File: src/mdq_pkg.sv
// Shared constants, types and helpers of the multiply/divide unit link.
// Assumes one system clock; both ends compile against this package.
package mdq_pkg;

  // Register indices on the link address
  localparam logic [2:0] REG_OPND0 = 3'h0;
  localparam logic [2:0] REG_OPND1 = 3'h1;
  localparam logic [2:0] REG_OPND2 = 3'h2;
  localparam logic [2:0] REG_OPND3 = 3'h3;
  localparam logic [2:0] REG_OPND4 = 3'h4;
  localparam logic [2:0] REG_OPND5 = 3'h5;
  localparam logic [2:0] REG_STATUS = 3'h6;

  // Status register layout and reset value
  localparam int STAT_ERR_BIT = 7;
  localparam int STAT_OV_BIT = 6;
  localparam logic [7:0] STATUS_RESET = 8'h00;
  localparam logic [7:0] OPND_RESET = 8'h00;

  // Largest product that does not overflow
  localparam logic [31:0] MUL_LIMIT = 32'h0000FFFF;

  // Calculation times in system clock periods, one clock per period
  localparam int DIV32_PERIODS = 17;
  localparam int DIV16_PERIODS = 9;
  localparam int MUL_PERIODS = 11;
  localparam int CLK_PER_PERIOD = 1;
  localparam logic [4:0] DIV32_CYCLES = 5'(DIV32_PERIODS * CLK_PER_PERIOD);
  localparam logic [4:0] DIV16_CYCLES = 5'(DIV16_PERIODS * CLK_PER_PERIOD);
  localparam logic [4:0] MUL_CYCLES = 5'(MUL_PERIODS * CLK_PER_PERIOD);

  // Operation kinds, one-hot
  typedef enum logic [2:0] {
    OP_DIV32 = 3'b001,
    OP_DIV16 = 3'b010,
    OP_MUL = 3'b100
  } mdq_op_t;

  // Calculation time of an operation
  function automatic logic [4:0] op_cycles(input mdq_op_t op);
    case (op)
      OP_DIV32: op_cycles = DIV32_CYCLES;
      OP_DIV16: op_cycles = DIV16_CYCLES;
      default: op_cycles = MUL_CYCLES;
    endcase
  endfunction : op_cycles

  // Number of bytes written, and read back, for an operation
  function automatic logic [2:0] op_len(input mdq_op_t op);
    op_len = (op == OP_DIV32) ? 3'h6 : 3'h4;
  endfunction : op_len

  // Register written at a given step of the write order
  function automatic logic [2:0] wr_addr(input mdq_op_t op,
                                         input logic [2:0] step);
    if (op == OP_MUL) begin
      case (step)
        3'h0: wr_addr = REG_OPND0;
        3'h1: wr_addr = REG_OPND4;
        3'h2: wr_addr = REG_OPND1;
        default: wr_addr = REG_OPND5;
      endcase
    end else begin
      wr_addr = rd_addr(op, step);
    end
  endfunction : wr_addr

  // Register read at a given step of the read order
  function automatic logic [2:0] rd_addr(input mdq_op_t op,
                                         input logic [2:0] step);
    if (op == OP_DIV16 && step >= 3'h2) begin
      rd_addr = 3'(step + 3'h2);
    end else begin
      rd_addr = step;
    end
  endfunction : rd_addr

endpackage : mdq_pkg

File: src/mdq_link_if.sv
// Register link between the processor-side controller and the unit.
// Assumes one clock; the host drives strobes, the device answers data.
`timescale 1ns/1ps
`default_nettype none
interface mdq_link_if;
  logic [2:0] addr;   // Register index
  logic [7:0] wdata;  // Write data
  logic wr;           // Write strobe, one cycle
  logic rd;           // Read strobe, one cycle
  logic [7:0] rdata;  // Read data, cycle after rd

  // Controller end
  modport host (output addr, output wdata, output wr, output rd,
                input rdata);
  // Arithmetic unit end
  modport device (input addr, input wdata, input wr, input rd,
                  output rdata);
endinterface : mdq_link_if
`default_nettype wire

File: src/mdq_device.sv
// Multiply/divide unit: six byte operand/result registers and a status.
// Assumes the host link of mdq_link_if, synchronous reset, one clock.
//
// How it works
// - Operand access while busy sets error flag
// - Status read after completion clears error flag
// - Overflow on product above FFFF or zero divisor
// - Overflow flag rewritten at every completion
// - Host writes low byte before high byte
// - Start only on register 5 ending sequence
// - Gaps between sequence writes keep progress
// - Division 32/16: write registers 0 to 5
// - Division 16/16: write registers 0,1,4,5
// - Multiply: write registers 0,4,1,5
// - Takes 17, 9 or 11 clock periods
// - Host leaves operand registers alone while busy
// - Host checks status before reading results
// - Division 32/16 results: quotient 0-3, remainder 4-5
// - Division 16/16 results: quotient 0-1, remainder 4-5
// - Product read from registers 0 to 3
// - Gaps between result reads are harmless
// - No idle or sleep during a calculation
// - Status bits 5 to 0 read zero
// - Unsigned 16x16 multiply, 32/16 divide
`timescale 1ns/1ps
`default_nettype none
module mdq_device (
  // Clock and reset
  input wire logic SYS_CLK,
  input wire logic SYS_RST,
  // Register link
  mdq_link_if.device LINK,
  // User side
  output logic CALC_BUSY
);

  // Write-order tracker states
  typedef enum logic [9:0] {
    SQ_NONE = 10'b0000000001,  // No sequence open
    SQ_W0 = 10'b0000000010,    // Register 0 written
    SQ_W01 = 10'b0000000100,   // 0,1
    SQ_W012 = 10'b0000001000,  // 0,1,2
    SQ_W0123 = 10'b0000010000, // 0,1,2,3
    SQ_W01234 = 10'b0000100000, // 0..4
    SQ_W014 = 10'b0001000000,  // 0,1,4
    SQ_W04 = 10'b0010000000,   // 0,4
    SQ_W041 = 10'b0100000000,  // 0,4,1
    SQ_BAD = 10'b1000000000    // Broken order, wait for register 0
  } mdq_seq_t;

  logic [7:0] opnd_r [0:5];   // Operand/result bytes
  mdq_seq_t seq_r;            // Write-order tracker
  mdq_seq_t seq_nxt;          // Tracker next value
  logic busy_r;               // Calculation in progress
  logic [4:0] cnt_r;          // Periods left in calculation
  mdq_pkg::mdq_op_t op_r;     // Operation being calculated
  logic err_r;                // Access error flag
  logic ov_r;                 // Overflow flag
  logic [7:0] rdata_r;        // Read answer
  logic start;                // Valid sequence closed this cycle
  mdq_pkg::mdq_op_t start_op; // Operation that it selects
  logic opnd_acc;             // Operand register touched
  logic done;                 // Last period of calculation
  logic [31:0] dividend;      // Dividend as stored
  logic [15:0] divisor;       // Divisor as stored
  logic [31:0] quot;          // Quotient
  logic [15:0] rem;           // Remainder
  logic [31:0] prod;          // Product

  assign opnd_acc = (LINK.wr | LINK.rd) && (LINK.addr <= mdq_pkg::REG_OPND5);
  assign done = busy_r && (cnt_r == 5'h01);

  // Operands as stored; frozen while busy so the result is stable
  assign divisor = {opnd_r[5], opnd_r[4]};
  assign dividend = (op_r == mdq_pkg::OP_DIV32) ?
    {opnd_r[3], opnd_r[2], opnd_r[1], opnd_r[0]} :
    {16'h0000, opnd_r[1], opnd_r[0]};
  // Unsigned arithmetic; a zero divisor is guarded so nothing divides by 0
  assign quot = (divisor == 16'h0000) ? 32'h00000000 :
    dividend / {16'h0000, divisor};
  assign rem = (divisor == 16'h0000) ? 16'h0000 :
    16'(dividend % {16'h0000, divisor});
  assign prod = {16'h0000, opnd_r[1], opnd_r[0]} *
    {16'h0000, opnd_r[5], opnd_r[4]};

  // Next tracker state; only operand writes outside a calculation count
  always_comb begin
    seq_nxt = seq_r;
    start = 1'b0;
    start_op = mdq_pkg::OP_DIV32;
    if (LINK.wr && !busy_r && LINK.addr <= mdq_pkg::REG_OPND5) begin
      if (LINK.addr == mdq_pkg::REG_OPND0) begin
        seq_nxt = SQ_W0;
      end else begin
        // Any write off the expected path breaks the sequence
        seq_nxt = SQ_BAD;
        case (seq_r)
          SQ_W0: begin
            if (LINK.addr == mdq_pkg::REG_OPND1) seq_nxt = SQ_W01;
            else if (LINK.addr == mdq_pkg::REG_OPND4) seq_nxt = SQ_W04;
          end
          SQ_W01: begin
            if (LINK.addr == mdq_pkg::REG_OPND2) seq_nxt = SQ_W012;
            else if (LINK.addr == mdq_pkg::REG_OPND4) seq_nxt = SQ_W014;
          end
          SQ_W012: begin
            if (LINK.addr == mdq_pkg::REG_OPND3) seq_nxt = SQ_W0123;
          end
          SQ_W0123: begin
            if (LINK.addr == mdq_pkg::REG_OPND4) seq_nxt = SQ_W01234;
          end
          SQ_W04: begin
            if (LINK.addr == mdq_pkg::REG_OPND1) seq_nxt = SQ_W041;
          end
          SQ_W01234: begin
            if (LINK.addr == mdq_pkg::REG_OPND5) begin
              start = 1'b1;
              start_op = mdq_pkg::OP_DIV32;
            end
          end
          SQ_W014: begin
            if (LINK.addr == mdq_pkg::REG_OPND5) begin
              start = 1'b1;
              start_op = mdq_pkg::OP_DIV16;
            end
          end
          SQ_W041: begin
            if (LINK.addr == mdq_pkg::REG_OPND5) begin
              start = 1'b1;
              start_op = mdq_pkg::OP_MUL;
            end
          end
          default: seq_nxt = SQ_BAD;
        endcase
        // A started operation closes the sequence
        if (start) seq_nxt = SQ_NONE;
      end
    end
  end

  // Tracker register; reads and idle cycles leave it alone
  always_ff @(posedge SYS_CLK) begin
    if (SYS_RST) seq_r <= SQ_NONE;
    else seq_r <= seq_nxt;
  end

  // Calculation timer
  always_ff @(posedge SYS_CLK) begin
    if (SYS_RST) begin
      busy_r <= 1'b0;
      cnt_r <= 5'h00;
      op_r <= mdq_pkg::OP_DIV32;
    end else if (start) begin
      busy_r <= 1'b1;
      cnt_r <= mdq_pkg::op_cycles(start_op);
      op_r <= start_op;
    end else if (busy_r) begin
      cnt_r <= 5'(cnt_r - 5'h01);
      if (done) busy_r <= 1'b0;
    end
  end

  // Operand bytes: host writes when idle, results at completion
  always_ff @(posedge SYS_CLK) begin
    if (SYS_RST) begin
      for (int i = 0; i < 6; i++) opnd_r[i] <= mdq_pkg::OPND_RESET;
    end else if (done) begin
      case (op_r)
        mdq_pkg::OP_MUL: begin
          for (int i = 0; i < 4; i++) opnd_r[i] <= prod[i*8 +: 8];
        end
        default: begin
          // A zero divisor keeps the operands as they were
          if (divisor != 16'h0000) begin
            opnd_r[0] <= quot[7:0];
            opnd_r[1] <= quot[15:8];
            if (op_r == mdq_pkg::OP_DIV32) begin
              opnd_r[2] <= quot[23:16];
              opnd_r[3] <= quot[31:24];
            end
            opnd_r[4] <= rem[7:0];
            opnd_r[5] <= rem[15:8];
          end
        end
      endcase
    end else if (LINK.wr && !busy_r && LINK.addr <= mdq_pkg::REG_OPND5) begin
      // Writes during a calculation are dropped to protect the operands
      opnd_r[LINK.addr] <= LINK.wdata;
    end
  end

  // Overflow flag, rewritten by every completion
  always_ff @(posedge SYS_CLK) begin
    if (SYS_RST) begin
      ov_r <= mdq_pkg::STATUS_RESET[mdq_pkg::STAT_OV_BIT];
    end else if (done) begin
      if (op_r == mdq_pkg::OP_MUL) ov_r <= (prod > mdq_pkg::MUL_LIMIT);
      else ov_r <= (divisor == 16'h0000);
    end
  end

  // Error flag; a new bad access wins over the clearing read
  always_ff @(posedge SYS_CLK) begin
    if (SYS_RST) begin
      err_r <= mdq_pkg::STATUS_RESET[mdq_pkg::STAT_ERR_BIT];
    end else if (opnd_acc && busy_r) begin
      err_r <= 1'b1;
    end else if (LINK.rd && LINK.addr == mdq_pkg::REG_STATUS && err_r &&
                 !busy_r) begin
      err_r <= 1'b0;
    end
  end

  // Read answer, one cycle after the strobe; unmapped reads give zero
  always_ff @(posedge SYS_CLK) begin
    if (SYS_RST) begin
      rdata_r <= 8'h00;
    end else if (LINK.rd) begin
      if (LINK.addr <= mdq_pkg::REG_OPND5) begin
        rdata_r <= opnd_r[LINK.addr];
      end else if (LINK.addr == mdq_pkg::REG_STATUS) begin
        rdata_r <= {err_r, ov_r, 6'h00};
      end else begin
        rdata_r <= 8'h00;
      end
    end else begin
      rdata_r <= 8'h00;
    end
  end

  assign LINK.rdata = rdata_r;
  assign CALC_BUSY = busy_r;

endmodule : mdq_device
`default_nettype wire

File: src/flat_wrapper.sv
// flat-port wrapper written by rule: the top's interface ports become plain ports
module mdq_device_flat 
  (SYS_CLK, SYS_RST, CALC_BUSY, LINK_addr, LINK_wdata, LINK_wr, LINK_rd, LINK_rdata);
  mdq_link_if LINK_i ();
  input wire logic SYS_CLK;
  input wire logic SYS_RST;
  output logic CALC_BUSY;
  input wire logic [$bits(LINK_i.addr)-1:0] LINK_addr;
  input wire logic [$bits(LINK_i.wdata)-1:0] LINK_wdata;
  input wire logic [$bits(LINK_i.wr)-1:0] LINK_wr;
  input wire logic [$bits(LINK_i.rd)-1:0] LINK_rd;
  output wire logic [$bits(LINK_i.rdata)-1:0] LINK_rdata;
  assign LINK_i.addr = LINK_addr;
  assign LINK_i.wdata = LINK_wdata;
  assign LINK_i.wr = LINK_wr;
  assign LINK_i.rd = LINK_rd;
  assign LINK_rdata = LINK_i.rdata;
  mdq_device u_core (.SYS_CLK(SYS_CLK), .SYS_RST(SYS_RST), .LINK(LINK_i), .CALC_BUSY(CALC_BUSY));
endmodule
File: config.mk
export PLATFORM = sky130hd
export DESIGN_NAME = mdq_device_flat
export DESIGN_NICKNAME = d
export VERILOG_FILES = /design/src/mdq_pkg.sv /design/src/mdq_link_if.sv /design/src/mdq_device.sv /design/src/flat_wrapper.sv
export SDC_FILE = /design/constraint.sdc
export NUM_CORES = 2
export LEC_CHECK = 0
export ABC_CLOCK_PERIOD_IN_PS = 107100
export BUFFER_PORTS_ARGS = -buffer_cell sky130_fd_sc_hd__buf_4
export CORE_UTILIZATION = 38
export DETAILED_ROUTE_END_ITERATION = 12
export PLACE_DENSITY_LB_ADDON = 0.2
export RECOVER_POWER = 25
export SYNTH_ARGS = -nofsm -noshare
export SYNTH_HDL_FRONTEND = slang
export SYNTH_SLANG_ARGS = --single-unit
File: constraint.sdc
create_clock -name SYS_CLK -period 107.1 [get_ports SYS_CLK]
set_input_delay 5.355 -clock SYS_CLK [delete_from_list [all_inputs] [get_ports SYS_CLK]]
set_output_delay 5.355 -clock SYS_CLK [all_outputs]
set_load 0.02 [all_outputs]
==> results.toml <==
[outcome]
outcome = "completed"

[detailed_routing]
antenna_left = 0
dr.pass1.iters = 5
via_per_inst = 5.88
drt_iter0_drc = 2569
wl_per_cell_um = 20.2
drcViolationCount = 0
wl_um = 115000
vias = 33509

[global_route]
grt_antenna_before_repair = 1
first_global_vias = 32859
overflow = 0
grt_use_total_pct = 24.2
grt_pass1_wl_um = 182000
grt_max_degree = 36

[finish]
area_growth_pct = 5.94
final_nets = 5219
drive_gt1_share_pct = 8.36
final_area_um2 = 37200
layout_commonest_cell = "nand2_1"
layout_common_cells = "512 x nand2_1, 503 x ha_1, 363 x nor2_1, 325 x inv_1, 249 x a21oi_1"

[synth]
synthMuxAreaShare_pct = 5.65
synth-compound-area-share_pct = 24.1
synthFlopType = "edfxtp_1"
synth_xor_area_share_pct = 5.88
synth.avg_cell_area_um2 = 7.73
ys_warn_count = 0
synth_top_family_by_area = "adder cells"
synthCells = 4544
ys_seq_area_share_pct = 6.78
synthSimpleGateAreaFrac_pct = 22.9
synth_edf_count = 60
synth_fa_ha_area_share_pct = 29.1
ys_async_sr_fraction_pct = 0
synthesis.area_um2 = 35100
ys_seq_elements = 89
ys_types = 127

[floorplan]
core_area_um2 = 91700
dieHeight_um = 306
initial_core_util_pct = 38.3
io_pins = 24
dieArea_um2 = 93700
num_rows = 111
chipWidth_um = 306

[placed_design]
dpl_cell_area_um2 = 36700
post-dp-hpwl_um = 89000
gp_congestion = 0.956
port_buffers = 23

[setup_path]
cp_slowest_cell = "or4_4"
ff2ff_setup_slack_ns = 8.06
reg2reg_from = "u_core.opnd_r[5][7]"
crit_top_cell = "o21a_1"
critPathArrivalTime_ns = 99.17
slowest_delay_ns = 0.73
r2r_end = "u_core.opnd_r[5][7]"
path_class = "reg -> reg"
worstPathRequired_ns = 107.23
cp_max_fo = 33
critPathCaptureType = "flip-flop"
cp-start-kind = "flip-flop"
ff2ff_path_depth = 431

[hold_path]
hold_start = "u_core.seq_r[0]"
worstHoldEndpoint = "u_core.seq_r[0]"
min_path_cells = 2
min_path_type = "reg -> reg"

[cts]
hold_buffers = 0
clk_latency_ns = 0.40
cts_tree = "yes"
cts_buffers = 9
clock-sinks = 89
clk_pin_slew_ns = 0.08
clockRootBuffer = "clkbuf_16"
ctsHtreeMaxLevel = 3
cts.path.max_buffers = 2

[timing]
slew_violations = 0
period_share_pct = 92.5
min_period_ns = 99.04
tns_ns = 0
worst_slew_pin_slew_ns = 1.49
fin_worst_skew_ns = 0.0219
fmax_ghz = 0.0101
relSlewSlack_pct = 0.922
setup_viol = 0
hold_viol_final = 0

[run]
cap_violations = 0
[stage by stage]
stage / hold WS (ns) / setup WS (ns) / cells / utilization, %
final: 0.490 / 8.06 / 5698 / 40.6
after global routing: 0.520 / -0.0205 / 5697 / 40.6
after CTS: 0.492 / 3.63 / 5686 / 40.4
after detailed placement: 0.470 / 3.96 / 5670 / 40.1
after global placement: 0.463 / 5.61 / 5670 / 40.1
after floorplan: 0.442 / 11.69 / 4555 / -
[cells in the mapped netlist, drive strengths merged (16+ instances only)]
cell type  count  area, um2
nor3         199       1010
nand2b        43        269
a21o         129        968
nand2        515       1930
nand4         33        228
mux2          97       1130
nor2b         38        238
ha           503       6290
dfxtp         29        581
mux2i         54        541
nor4          31        260
a211oi        21        173
inv          328       1230
or2           54        338
o31ai         91        697
nand3         84        420
nor2         373       1420
a31oi         42        269
o211ai        53        418
xor2         111        972
o21a         185       1390
a21oi        252       1270
or3           45        282
xnor2        125       1090
fa           195       3900
and2          92        576
a21boi        16        120
edfxtp        60       1800
o21bai        28        210
buf           50        274
o21ai        196        996
clkbuf       118        443
and3          43        274
a22oi         19        156
[routing by layer]
metal / part of all wire, % / up-vias / global-route usage [%] / routed length [um]
li1: - / 16393 / - / -
met1: 45 / 16010 / 31.8 / 51700
met2: 47 / 913 / 42.1 / 53800
met3: 5.3 / 191 / 2.46 / 6060
met4: 3.0 / 2 / 6.65 / 3430
met5: 0.011 / - / 0 / 13
[area by class of cell]
class	count	area [um2]
fill	9545	54400
multi-input combinational	3970	31100
clock buffer	10	250
tap	1186	1480
inverter	330	1240
timing repair buffer	106	748
antenna	1	2.50
sequential	89	2380
clock inverter	6	55.1
[cells by family after synthesis]
family / Yosys count
multiplexers: 165
other: 1
XOR/XNOR: 236
flip-flops: 89
adder cells (fa/ha/maj): 699
buffers and inverters: 498
AND/OR/NAND/NOR: 1631
AO/OA/AOI/OAI: 1225
[what timing repair did]
item | in CTS | in global routing
resized for setup | 0 | 36
setup buffers | 0 | 9
hold endpoints to repair | 0 | 0
endpoints found under the setup margin | 0 | 18
[worst max-delay path by stage]
stage	from	endpoint	slack [ns]	cells past startpoint
CTS	u_core.opnd_r[5][7]	u_core.opnd_r[5][7]	3.63	419
global route	u_core.opnd_r[5][7]	u_core.opnd_r[5][7]	-0.02	433
floorplan	u_core.opnd_r[4][0]	u_core.opnd_r[0][0]	11.69	453
detailed placement	u_core.opnd_r[5][7]	u_core.opnd_r[5][7]	3.96	419
finish	u_core.opnd_r[5][7]	u_core.opnd_r[5][7]	8.06	431
global placement	u_core.op_r[0]	u_core.opnd_r[5][7]	5.61	424
[registers in the layout (all words and copies together) (netlist names)]
signal and flops:
u_core.seq_r 10, u_core.opnd_r 60, u_core.cnt_r 5, u_core.ov_r 1, u_core.CALC_BUSY 1, u_core.err_r 1
u_core.op_r 3, u_core.LINK.rdata 8
[critical path, delay by kind of cell, from the launching register on]
family,cells,cell delay [ns]
buffers and inverters,19,4.15
adder cells (fa/ha/maj),31,9.53
flip-flops,1,0.36
AND/OR/NAND/NOR,100,22.83
multiplexers,12,3.76
AO/OA/AOI/OAI,269,57.86
Power is left out: the tool's default activity adds up to more than one toggle a clock period on the data nets, which glitch-free logic cannot reach.
